File: src/rtl/tpo_pkg.sv
// Purpose: shared constants for the triggered pulse output port
// Assumes: 32-bit apb, one word per register
// Notes: offsets are byte addresses
package tpo_pkg;
  localparam int TPO_AW = 8;
  localparam int TPO_TW = 16;
  localparam int TPO_PW = 8;
  localparam logic [7:0] TPO_OFF_CTRL = 8'h00;
  localparam logic [7:0] TPO_OFF_DATA0 = 8'h04;
  localparam logic [7:0] TPO_OFF_DATA1 = 8'h08;
  localparam logic [7:0] TPO_OFF_T0RLD = 8'h0c;
  localparam logic [7:0] TPO_OFF_T3RLD = 8'h10;
  localparam logic [7:0] TPO_OFF_TSTART = 8'h14;
  localparam logic [7:0] TPO_OFF_FLAGS = 8'h18;
  localparam logic [7:0] TPO_OFF_PWM1 = 8'h1c;
  localparam logic [7:0] TPO_OFF_PWM2 = 8'h20;
  localparam logic [7:0] TPO_OFF_PWM4 = 8'h24;
  localparam logic [7:0] TPO_OFF_STAT = 8'h28;
  localparam logic [7:0] TPO_OFF_PRESC = 8'h2c;
  // ctrl field positions
  localparam int TPO_C_WSEL_LO = 0;
  localparam int TPO_C_PMODE = 3;
  localparam int TPO_C_TSEL_LO = 4;
  localparam int TPO_C_OUTEN = 7;
  localparam int TPO_C_PINSEL = 8;
  localparam int TPO_C_EDGE_LO = 9;
  localparam int TPO_C_PWMEN = 11;
  localparam int TPO_C_T4PIN = 12;
  localparam int TPO_CTRL_W = 13;
  localparam logic [TPO_CTRL_W-1:0] TPO_CTRL_RST = 13'h0000;
  localparam logic [2:0] TPO_WSEL_PULSE = 3'h1;
  localparam logic [1:0] TPO_TSEL_INT = 2'h0;
  localparam logic [1:0] TPO_EDGE_FALL = 2'h0;
  localparam logic [1:0] TPO_EDGE_RISE = 2'h1;
  // flag positions
  localparam int TPO_F_T0 = 0;
  localparam int TPO_F_T3 = 1;
  localparam int TPO_F_EXT3 = 2;
  localparam int TPO_NFLAG = 3;
  localparam logic [TPO_TW-1:0] TPO_RLD_RST = 16'hffff;
  localparam logic [7:0] TPO_PRESC_RST = 8'h00;
  localparam logic [15:0] TPO_PWM_RST = 16'h0000;
endpackage

File: src/rtl/tpo_tmr_if.sv
// Purpose: link between the port core and one reload timer
// Assumes: single pclk domain
// Notes: tick is a one-cycle count-source enable
interface tpo_tmr_if #(parameter int W = 16);
  logic start;
  logic tick;
  logic [W-1:0] reload;
  logic [W-1:0] count;
  logic uf;
  modport ctl (output start, output tick, output reload, input count, input uf);
  modport tmr (input start, input tick, input reload, output count, output uf);
endinterface

File: src/rtl/tpo_timer.sv
// Purpose: reload down-counter, underflow pulse on passing zero
// Assumes: tick enable from the core's divider
// Notes: stopped counter keeps its reload value preloaded
module tpo_timer #(parameter int W = 16) (
  input wire logic pclk,
  input wire logic presetn,
  tpo_tmr_if.tmr bus
);
  logic [W-1:0] cnt_r;
  logic uf_r;

  assign bus.count = cnt_r;
  assign bus.uf = uf_r;

  always_ff @(posedge pclk or negedge presetn) begin
    if (!presetn) begin
      cnt_r <= '0;
    end else if (!bus.start) begin
      cnt_r <= bus.reload;
    end else if (bus.tick) begin
      if (cnt_r == '0) begin
        cnt_r <= bus.reload;
      end else begin
        cnt_r <= cnt_r - 1'b1;
      end
    end
  end

  always_ff @(posedge pclk or negedge presetn) begin
    if (!presetn) begin
      uf_r <= 1'b0;
    end else begin
      uf_r <= bus.start && bus.tick && (cnt_r == '0);
    end
  end
endmodule

File: src/rtl/tpo_top.sv
// Purpose: timed pulse output port with apb registers
// Assumes: pins synchronous to pclk; apb answers after one access cycle
// Notes: pwm sources are small internal timers 1, 2 and 4
//
// The register addresses and the APB slave port were decided locally.
module tpo_top #(
  parameter int NA = 4,
  parameter int NB = 2
) (
  input wire logic pclk,
  input wire logic presetn,
  input wire logic psel,
  input wire logic penable,
  input wire logic pwrite,
  input wire logic [31:0] paddr,
  input wire logic [31:0] pwdata,
  output logic [31:0] prdata,
  output logic pready,
  output logic pslverr,
  input wire logic ext_trigger_input,
  input wire logic ext_trigger_alt_input,
  input wire logic output_cutoff_input,
  input wire logic [tpo_pkg::TPO_NFLAG-1:0] irq_accept,
  output logic [NA-1:0] group_a_pulse_outputs,
  output logic [NA-1:0] group_a_pulse_oe,
  output logic [NB-1:0] group_b_pulse_outputs,
  output logic [NB-1:0] group_b_pulse_oe,
  output logic timer_four_pwm_pin,
  output logic timer_four_pwm_oe,
  output logic [tpo_pkg::TPO_NFLAG-1:0] irq_request
);
  import tpo_pkg::*;

  function automatic logic [3:0] reg_index(input logic [31:0] a);
    logic [3:0] idx;
    idx = 4'hf;
    if (a[31:TPO_AW] == '0 && a[1:0] == 2'b00) begin
      case (a[TPO_AW-1:0])
        TPO_OFF_CTRL: idx = 4'h0;
        TPO_OFF_DATA0: idx = 4'h1;
        TPO_OFF_DATA1: idx = 4'h2;
        TPO_OFF_T0RLD: idx = 4'h3;
        TPO_OFF_T3RLD: idx = 4'h4;
        TPO_OFF_TSTART: idx = 4'h5;
        TPO_OFF_FLAGS: idx = 4'h6;
        TPO_OFF_PWM1: idx = 4'h7;
        TPO_OFF_PWM2: idx = 4'h8;
        TPO_OFF_PWM4: idx = 4'h9;
        TPO_OFF_STAT: idx = 4'ha;
        TPO_OFF_PRESC: idx = 4'hb;
        default: idx = 4'hf;
      endcase
    end
    return idx;
  endfunction

  logic [TPO_CTRL_W-1:0] ctrl_r;
  logic [NA-1:0] data0_r;
  logic [NB-1:0] data1_r;
  logic [TPO_TW-1:0] t0_rld_r;
  logic [TPO_TW-1:0] t3_rld_r;
  logic [1:0] tstart_r;
  logic [TPO_NFLAG-1:0] flag_r;
  logic [15:0] pwm_cfg_r [3];
  logic [7:0] presc_r;
  logic [7:0] div_r;
  logic tick_r;
  logic [NA-1:0] latch_a_r;
  logic [NB-1:0] latch_b_r;
  logic trg_prev_r;
  logic alt_rise_r;
  logic cut_prev_r;
  logic [31:0] prdata_r;
  logic pready_r;
  logic pslverr_r;

  logic setup;
  logic wr_en;
  logic [3:0] widx;
  logic mode_on;
  logic ext_sel;
  logic trg_pin;
  logic rise;
  logic fall;
  logic ext_edge;
  logic trig_a;
  logic trig_b;
  logic cut_fall;
  logic [2:0] pwm_lvl;
  logic [2:0] pwm_hi;

  tpo_tmr_if #(.W(TPO_TW)) t0_if ();
  tpo_tmr_if #(.W(TPO_TW)) t3_if ();

  tpo_timer #(.W(TPO_TW)) u_t0 (.pclk(pclk), .presetn(presetn), .bus(t0_if.tmr));
  tpo_timer #(.W(TPO_TW)) u_t3 (.pclk(pclk), .presetn(presetn), .bus(t3_if.tmr));

  assign t0_if.start = tstart_r[0];
  assign t3_if.start = tstart_r[1];
  assign t0_if.tick = tick_r;
  assign t3_if.tick = tick_r;
  assign t0_if.reload = t0_rld_r;
  assign t3_if.reload = t3_rld_r;

  assign setup = psel && !penable;
  assign wr_en = psel && penable && pready_r && pwrite && !pslverr_r;
  assign widx = reg_index(paddr);

  // software is expected to pick the pulse mode before the rest
  assign mode_on = (ctrl_r[TPO_C_WSEL_LO +: 3] == TPO_WSEL_PULSE);
  assign ext_sel = (ctrl_r[TPO_C_TSEL_LO +: 2] != TPO_TSEL_INT);
  // trigger pin direction is left to the port logic outside
  assign trg_pin = ctrl_r[TPO_C_PINSEL] ? ext_trigger_alt_input
                                        : ext_trigger_input;
  assign rise = trg_pin && !trg_prev_r;
  assign fall = !trg_pin && trg_prev_r;

  always_comb begin
    case (ctrl_r[TPO_C_EDGE_LO +: 2])
      TPO_EDGE_FALL: ext_edge = fall;
      TPO_EDGE_RISE: ext_edge = rise;
      default: ext_edge = alt_rise_r ? rise : fall;
    endcase
  end

  assign trig_a = mode_on && (ext_sel ? ext_edge : t0_if.uf);
  assign trig_b = mode_on && t3_if.uf;
  assign cut_fall = !output_cutoff_input && cut_prev_r;

  // count source divider: one tick every presc+1 cycles
  always_ff @(posedge pclk or negedge presetn) begin
    if (!presetn) begin
      div_r <= '0;
      tick_r <= 1'b0;
    end else if (div_r >= presc_r) begin
      div_r <= '0;
      tick_r <= 1'b1;
    end else begin
      div_r <= div_r + 1'b1;
      tick_r <= 1'b0;
    end
  end

  // edge history for trigger and cutoff pins
  always_ff @(posedge pclk or negedge presetn) begin
    if (!presetn) begin
      trg_prev_r <= 1'b0;
      cut_prev_r <= 1'b1;
      alt_rise_r <= 1'b0;
    end else begin
      trg_prev_r <= trg_pin;
      cut_prev_r <= output_cutoff_input;
      if (ext_edge && ctrl_r[TPO_C_EDGE_LO + 1]) begin
        alt_rise_r <= !alt_rise_r;
      end
    end
  end

  // pwm timers 1, 2, 4: cfg [7:0] high width, [15:8] period minus one
  generate
    for (genvar k = 0; k < 3; k++) begin : g_pwm
      logic [TPO_PW-1:0] pcnt_r;
      always_ff @(posedge pclk or negedge presetn) begin
        if (!presetn) begin
          pcnt_r <= '0;
        end else if (!ctrl_r[TPO_C_PWMEN]) begin
          pcnt_r <= '0;
        end else if (tick_r) begin
          if (pcnt_r >= pwm_cfg_r[k][15:8]) begin
            pcnt_r <= '0;
          end else begin
            pcnt_r <= pcnt_r + 1'b1;
          end
        end
      end
      assign pwm_lvl[k] = (pcnt_r < pwm_cfg_r[k][7:0]);
      assign pwm_hi[k] = ctrl_r[TPO_C_PWMEN] ? pwm_lvl[k] : 1'b1;
    end
  endgenerate

  // control register; cutoff clears the enable and blocks setting it
  always_ff @(posedge pclk or negedge presetn) begin
    if (!presetn) begin
      ctrl_r <= TPO_CTRL_RST;
    end else begin
      if (wr_en && widx == 4'h0) begin
        ctrl_r <= pwdata[TPO_CTRL_W-1:0];
        if (!output_cutoff_input) begin
          ctrl_r[TPO_C_OUTEN] <= 1'b0;
        end
      end
      if (cut_fall) begin
        ctrl_r[TPO_C_OUTEN] <= 1'b0;
      end
    end
  end

  // data and timer configuration registers
  always_ff @(posedge pclk or negedge presetn) begin
    if (!presetn) begin
      data0_r <= '0;
      data1_r <= '0;
      t0_rld_r <= TPO_RLD_RST;
      t3_rld_r <= TPO_RLD_RST;
      tstart_r <= '0;
      presc_r <= TPO_PRESC_RST;
      for (int i = 0; i < 3; i++) begin
        pwm_cfg_r[i] <= TPO_PWM_RST;
      end
    end else if (wr_en) begin
      case (widx)
        4'h1: data0_r <= pwdata[NA-1:0];
        4'h2: data1_r <= pwdata[NB-1:0];
        4'h3: t0_rld_r <= pwdata[TPO_TW-1:0];
        4'h4: t3_rld_r <= pwdata[TPO_TW-1:0];
        4'h5: tstart_r <= pwdata[1:0];
        4'h7: pwm_cfg_r[0] <= pwdata[15:0];
        4'h8: pwm_cfg_r[1] <= pwdata[15:0];
        4'h9: pwm_cfg_r[2] <= pwdata[15:0];
        4'hb: presc_r <= pwdata[7:0];
        default: ;
      endcase
    end
  end

  // request flags: hardware set beats a same-cycle clear
  always_ff @(posedge pclk or negedge presetn) begin
    if (!presetn) begin
      flag_r <= '0;
    end else begin
      for (int i = 0; i < TPO_NFLAG; i++) begin
        if (irq_accept[i] || (wr_en && widx == 4'h6 && !pwdata[i])) begin
          flag_r[i] <= 1'b0;
        end
      end
      if (mode_on && !ext_sel && t0_if.uf) begin
        flag_r[TPO_F_T0] <= 1'b1;
      end
      if (mode_on && t3_if.uf) begin
        flag_r[TPO_F_T3] <= 1'b1;
      end
      if (mode_on && ext_sel && ext_edge) begin
        flag_r[TPO_F_EXT3] <= 1'b1;
      end
    end
  end

  // pattern latches: data reaches the pins only on a trigger
  always_ff @(posedge pclk or negedge presetn) begin
    if (!presetn) begin
      latch_a_r <= '0;
      latch_b_r <= '0;
    end else begin
      if (trig_a) begin
        latch_a_r <= data0_r;
      end
      if (trig_b) begin
        latch_b_r <= data1_r;
      end
    end
  end

  // pin drivers; group a bits 0-1 use pwm1, 2-3 pwm2, group b pwm4
  always_ff @(posedge pclk or negedge presetn) begin
    if (!presetn) begin
      group_a_pulse_outputs <= '0;
      group_a_pulse_oe <= '0;
      group_b_pulse_outputs <= '0;
      group_b_pulse_oe <= '0;
      timer_four_pwm_pin <= 1'b0;
      timer_four_pwm_oe <= 1'b0;
    end else begin
      for (int i = 0; i < NA; i++) begin
        group_a_pulse_outputs[i] <= latch_a_r[i] && pwm_hi[i / 2 % 2];
        group_a_pulse_oe[i] <= mode_on && ctrl_r[TPO_C_OUTEN];
      end
      for (int i = 0; i < NB; i++) begin
        group_b_pulse_outputs[i] <= latch_b_r[i] && pwm_hi[2];
        group_b_pulse_oe[i] <= mode_on && ctrl_r[TPO_C_OUTEN]
                               && ctrl_r[TPO_C_PMODE];
      end
      // pin freed for general use when its enable is clear
      timer_four_pwm_pin <= ctrl_r[TPO_C_PWMEN] && pwm_lvl[2];
      timer_four_pwm_oe <= ctrl_r[TPO_C_T4PIN];
    end
  end

  // apb slave: answer registered at setup, one access cycle
  always_ff @(posedge pclk or negedge presetn) begin
    if (!presetn) begin
      prdata_r <= '0;
      pready_r <= 1'b0;
      pslverr_r <= 1'b0;
    end else begin
      pready_r <= setup;
      pslverr_r <= setup && (widx == 4'hf);
      if (setup) begin
        prdata_r <= '0;
        case (widx)
          4'h0: prdata_r[TPO_CTRL_W-1:0] <= ctrl_r;
          4'h1: prdata_r[NA-1:0] <= data0_r;
          4'h2: prdata_r[NB-1:0] <= data1_r;
          4'h3: prdata_r[TPO_TW-1:0] <= t0_if.count;
          4'h4: prdata_r[TPO_TW-1:0] <= t3_if.count;
          4'h5: prdata_r[1:0] <= tstart_r;
          4'h6: prdata_r[TPO_NFLAG-1:0] <= flag_r;
          4'h7: prdata_r[15:0] <= pwm_cfg_r[0];
          4'h8: prdata_r[15:0] <= pwm_cfg_r[1];
          4'h9: prdata_r[15:0] <= pwm_cfg_r[2];
          4'ha: prdata_r[NA+NB:0] <= {output_cutoff_input, latch_b_r, latch_a_r};
          4'hb: prdata_r[7:0] <= presc_r;
          default: ;
        endcase
      end
    end
  end

  assign prdata = prdata_r;
  assign pready = pready_r;
  assign pslverr = pslverr_r;
  assign irq_request = flag_r;
endmodule

File: config.mk
export PLATFORM = sky130hd
export DESIGN_NAME = tpo_top
export DESIGN_NICKNAME = d
export VERILOG_FILES = /design/src/rtl/tpo_pkg.sv /design/src/rtl/tpo_tmr_if.sv /design/src/rtl/tpo_timer.sv /design/src/rtl/tpo_top.sv
export SDC_FILE = /design/constraint.sdc
export NUM_CORES = 1
export LEC_CHECK = 0
export BUFFER_PORTS_ARGS = -buffer_cell sky130_fd_sc_hd__buf_2
export CAP_MARGIN = 10
export CELL_PAD_IN_SITES_DETAIL_PLACEMENT = 1
export CELL_PAD_IN_SITES_GLOBAL_PLACEMENT = 1
export CORE_MARGIN = 8
export CORE_UTILIZATION = 45
export CTS_BUF_LIST = sky130_fd_sc_hd__clkbuf_4
export CTS_CLUSTER_DIAMETER = 30
export DETAILED_ROUTE_END_ITERATION = 7
export PLACE_DENSITY = 0.81
export REMOVE_ABC_BUFFERS = 1
export SYNTH_ARGS = -nofsm -noshare
export SYNTH_HDL_FRONTEND = slang
export SYNTH_HIERARCHICAL = 1
export SYNTH_SLANG_ARGS = --single-unit
File: constraint.sdc
create_clock -name pclk -period 3.35 [get_ports pclk]
set_clock_uncertainty 0.05 [all_clocks]
set_input_delay 0 -clock pclk [delete_from_list [all_inputs] [get_ports pclk]]
set_output_delay 0 -clock pclk [all_outputs]
set_load 0.005 [all_outputs]
==> results.md <==
Setup path:
- The slowest cell on the critical path is dlygate4sd3_1.
- The cell type with the highest occurrence count on the critical path is dlygate4sd3_1.
- Data arrives at the worst endpoint at 3.75 ns.
- The delay of the slowest cell on the worst path is 0.68 ns.
- The signal on the critical path passes through dlygate4sd3_1 > buf_2 > nor4_4 > dlygate4sd3_1 > nand2b_1 > nor3_4 > nand4_1 > o21ai_0 > dlygate4sd3_1 > nand2_1 > dlygate4sd3_1.
- The endpoint class of the critical path is a register.
- At the worst endpoint, the required time is 3.91 ns.
- The worst setup slack for register-to-register paths is 0.47 ns.
- The maximum net fanout on the critical path is 4.
- The path type of the worst setup path is input port to register.
- The nature of the critical path startpoint is an input port.

Clock tree:
- The clock tree from TritonCTS is built.
- The tree built by TritonCTS fans out to 216 sinks.
- The number of buffers between clock root and the deepest sink is 3.
- Clock-pin slew was measured on the worst setup and hold paths at 0.06 ns.
- The tree is rooted in a clkbuf_4.
- Counting the buffers created by CTS gives 61.
- The insertion delay to the later sink of the worst-skew pair is 0.73 ns.
- The clock tree synthesis step divided the H-tree into 2 levels.

Place:
- The count of buffers added on input and output ports is 93.
- The routability congestion estimate from global placement is 0.912.
- The final HPWL from detailed placement is 28.8 mm.
- The post-placement cell area is 13000 µm².

STA:
- The final number of max-transition violations is 0.
- The count of endpoints failing hold in the final timing report is 0.
- The headroom to the max-slew limit is 27.0%.
- The final period demand of the worst path is 3.19 ns.
- The final-report setup violation count is 0.
- The transition time of the tightest slew-check pin is 1.09 ns.
- The worst path uses 95.2% of the clock period.
- Setup repair after global routing left no endpoint under its margin.
- The summed negative setup slack over all endpoints is 0 ns.
- The fmax is 0.313 GHz.

Floorplan:
- The effective utilization at floorplan is 45.8%.
- The area inside the core boundary is 27000 µm².
- The full die area is 33000 µm².
- The floorplan has 60 rows.
- The I/O pin total is 126.
- The die extent in y is 182 µm.
- From left edge to right edge, the die measures 182 µm.

Power and ir drop:
- The power after layout is 5.44 mW.
- The net switching power is 1.45 mW.
- The internal portion of total power is 3.99 mW.
- In this run, the combinational gates consume 5.2% of the power.
- In this run switching power makes up 26.7% of total power.
- VDD sags by at most 274 µV.
- The sequential fraction of design power is 48.3%.
- Per report_power, the clock group accounts for 46.5% of the total.
- The power per unit of standard cell area is 380 nW/µm².
- The analysis attributes to cell leakage a power of 6.97 nW.

Synth:
- The number of distinct library cells after synthesis is 83.
- After synthesis, the largest family of logic cells by area is compound AO/OA/AOI/OAI gates.
- Of all flip-flops after synthesis, the portion carrying an async set or reset was 100%.
- The proportion of synthesized area in mux cells is 11.8%.
- Sorting the synthesized cells by area gives the leading types as dfrtp_1 37%, dfstp_2 7.0%, ha_1 6.2%.
- In this run the cell area of the synthesized design comes to 12300 µm².
- Summing the areas of all fa, ha and maj instances in the mapped netlist gives 6.19% of the synthesized area.
- The most used flip-flop cell after synthesis is dfrtp_1.
- The most instantiated library cell after synthesis is dfrtp_1.
- After technology mapping, the gate count stands at 1145.
- The synthesized design contains 216 register bits.
- Of the total synthesized cell area, the portion taken by XOR and XNOR cells is 0.781%.
- After synthesis, the most frequently instantiated cells are 183 x dfrtp_1, 79 x inv_1, 63 x mux2_2.
- The number of synthesized flops with an enable pin is 0.
- Of the post-synthesis cell area, the dominant cell type holds 37.1%.
- For this run, the register share of the synthesized area comes to 44.2%.
- The largest total area in the synthesized netlist belongs to dfrtp_1.
- The count of yosys warnings during synthesis is 6.
- Summing the areas of all compound-gate instances in the mapped netlist gives 15.6% of the synthesized area.
- After Yosys synthesis, and, or, nand and nor cells account for 14.9% of the synthesized area.
- The average footprint of a synthesized cell is 10.8 µm².

Route:
- In the detailed route, the total length drawn on met2 is 20.0 mm.
- The highest routed metal layer is met4.
- The average wire length per cell after detail routing is 24.8 µm.
- The sum of routed wire length over all layers is 42.4 mm.
- The antenna violation net count after detailed routing is 0.
- The total iterations of the first detailed-routing run is 7.
- The total DRC errors in the routed layout is 0.
- The via-per-instance ratio is 6.22.
- The number of DRC violations after detailed-routing iteration 0 is 915.
- In the detailed route, the total length drawn on met3 is 3.67 mm.
- The number of vias in the routed layout is 10600.
- After detailed routing, the wire length on met1 is 16.9 mm.

Layout:
- The fraction of layout instances using a drive strength above 1 is 27.7%.
- Fill cells in the final layout number 2977.
- The total number of nets in the final design is 1451.
- The area growth from synthesis to final layout is 16.0%.
- After routing the design area is 14300 µm².

Global route:
- The total routing usage reported by global routing is 25.4%.
- The largest net degree at the start of global routing is 75.
- The first global-routing pass estimated 66.1 mm of wire.
- The via count of the first global-routing pass is 11400.
- Global routing finished with a remaining overflow of 0.
- The number of antenna violations at the first check in global routing is 2.

Job:
- The tool flagged a number of max-cap violations equal to 0.

Min path:
- The path class of the tightest hold or removal check is input port to register.

Run status:
- The run finished with clean final reports.
## through the flow
stage / util [%] / std cells / hold slack (ns) / setup slack [ns]
after global placement: 48.1 / 1540 / -0.0626 / 0.771
final: 53.1 / 1709 / 0.0654 / 0.160
after floorplan: - / 1085 / -0.346 / 0.646
after global routing: 53.1 / 1709 / 0.0568 / 0.107
after detailed placement: 48.1 / 1540 / -0.0563 / 0.648
after CTS: 53.0 / 1706 / 0.00273 / 0.223
## critical path: cells and delay by family
family / cells / cell delay (ns)
compound gates: 1 / 0.30
buf+inv: 5 / 2.51
simple gates: 5 / 0.93
## per-layer routing
layer	vias to the layer above	global-route usage (%)
met4	0	10.8
met3	148	5.57
met1	5386	32.0
li1	4579	-
met2	524	41.7
met5	-	0
## layout by cell type (no fill, tap or decap), types with 7 or more instances in the layout
cell,n
a21o_1,21
ha_1,61
a22oi_1,22
nand2_1,55
a211o_1,7
a22o_1,15
clkinv_1,19
nand2b_1,28
nor3_1,26
nand3_1,27
buf_2,92
clkinv_2,8
nor2b_1,13
o211ai_1,9
mux2_2,63
dfstp_2,33
nand4_1,13
conb_1,16
dfrtp_1,183
dlygate4sd3_1,51
o31ai_1,9
and2_1,13
mux2_4,30
a2bb2oi_1,12
a31oi_1,27
clkbuf_4,86
buf_4,21
o21ai_0,49
mux2_1,9
a21oi_1,31
inv_1,79
and3_1,25
a221oi_1,8
nor2_1,51
nor4_1,12
## sequential cells by signal, summed over array words and instances (netlist names), 2 cells and up
signal                 count
u_t3/bus.count            16
irq_request                3
tstart_r                   2
latch_b_r                  2
data1_r                    2
u_t0/bus.count            16
group_a_pulse_outputs      4
g_pwm.pcnt_r              24
t3_if.reload              16
latch_a_r                  4
pwm_cfg_r                 48
data0_r                    4
group_b_pulse_outputs      2
div_r                      8
presc_r                    8
prdata                    16
ctrl_r                    13
t0_if.reload              16
## cells by family (layout without fill, tap and decap cells)
kind of cell	count (synthesis)	after routing
simple gates	316	316
compound gates	271	271
flops	216	216
buf+inv	155	361
mux	114	114
fa+ha+maj	61	61
xor+xnor	11	11
other cells	1	18
## final timing paths
check                                from                  to  depth (start not counted)
worst min-delay path             paddr[3]           prdata[3]                          5
worst max-delay path             paddr[7]      irq_request[2]                         11
max in group asynchronous         presetn  g_pwm[0].pcnt_r[2]                          4
min in group asynchronous         presetn    t0_if.reload[10]                          3
worst max register to register     pready        pwm_cfg_r[1]                          8
worst min register to register  prdata[6]           prdata[6]                          1
## cell type report
cell class              instances  area (µm²)  share of cell area (%)
multi-input cells             789        6150                    43.0
clock inverters                28         146                    1.02
diodes                          2        5.00                  0.0350
well taps                     341         427                    2.98
flip-flops and latches        216        5450                    38.1
clock buffers                  86         646                    4.51
repair buffers                167        1190                    8.32
inverters                      80         300                    2.10
## timing repair
| item | CTS | global route |
|---|---|---|
| setup buffers | 0 | 1 |
| hold buffers | 52 | 0 |
| gates resized for setup | 0 | 2 |
| hold endpoints to repair | 340 | 0 |
| setup endpoints to repair | 0 | 2 |
## power groups by stage
| stage | sequential [mW] | clock [mW] | combinational (mW) |
|---|---|---|---|
| floorplan | 2.68 | 0 | 0.0480 |
| finish | 2.63 | 2.53 | 0.283 |
| CTS | 2.63 | 2.58 | 0.279 |
| detailed placement | 2.68 | 0 | 0.236 |
| global placement | 2.68 | 0 | 0.231 |
| global route | 2.63 | 2.70 | 0.302 |
Note: power is estimated with default switching activity, not from simulation.
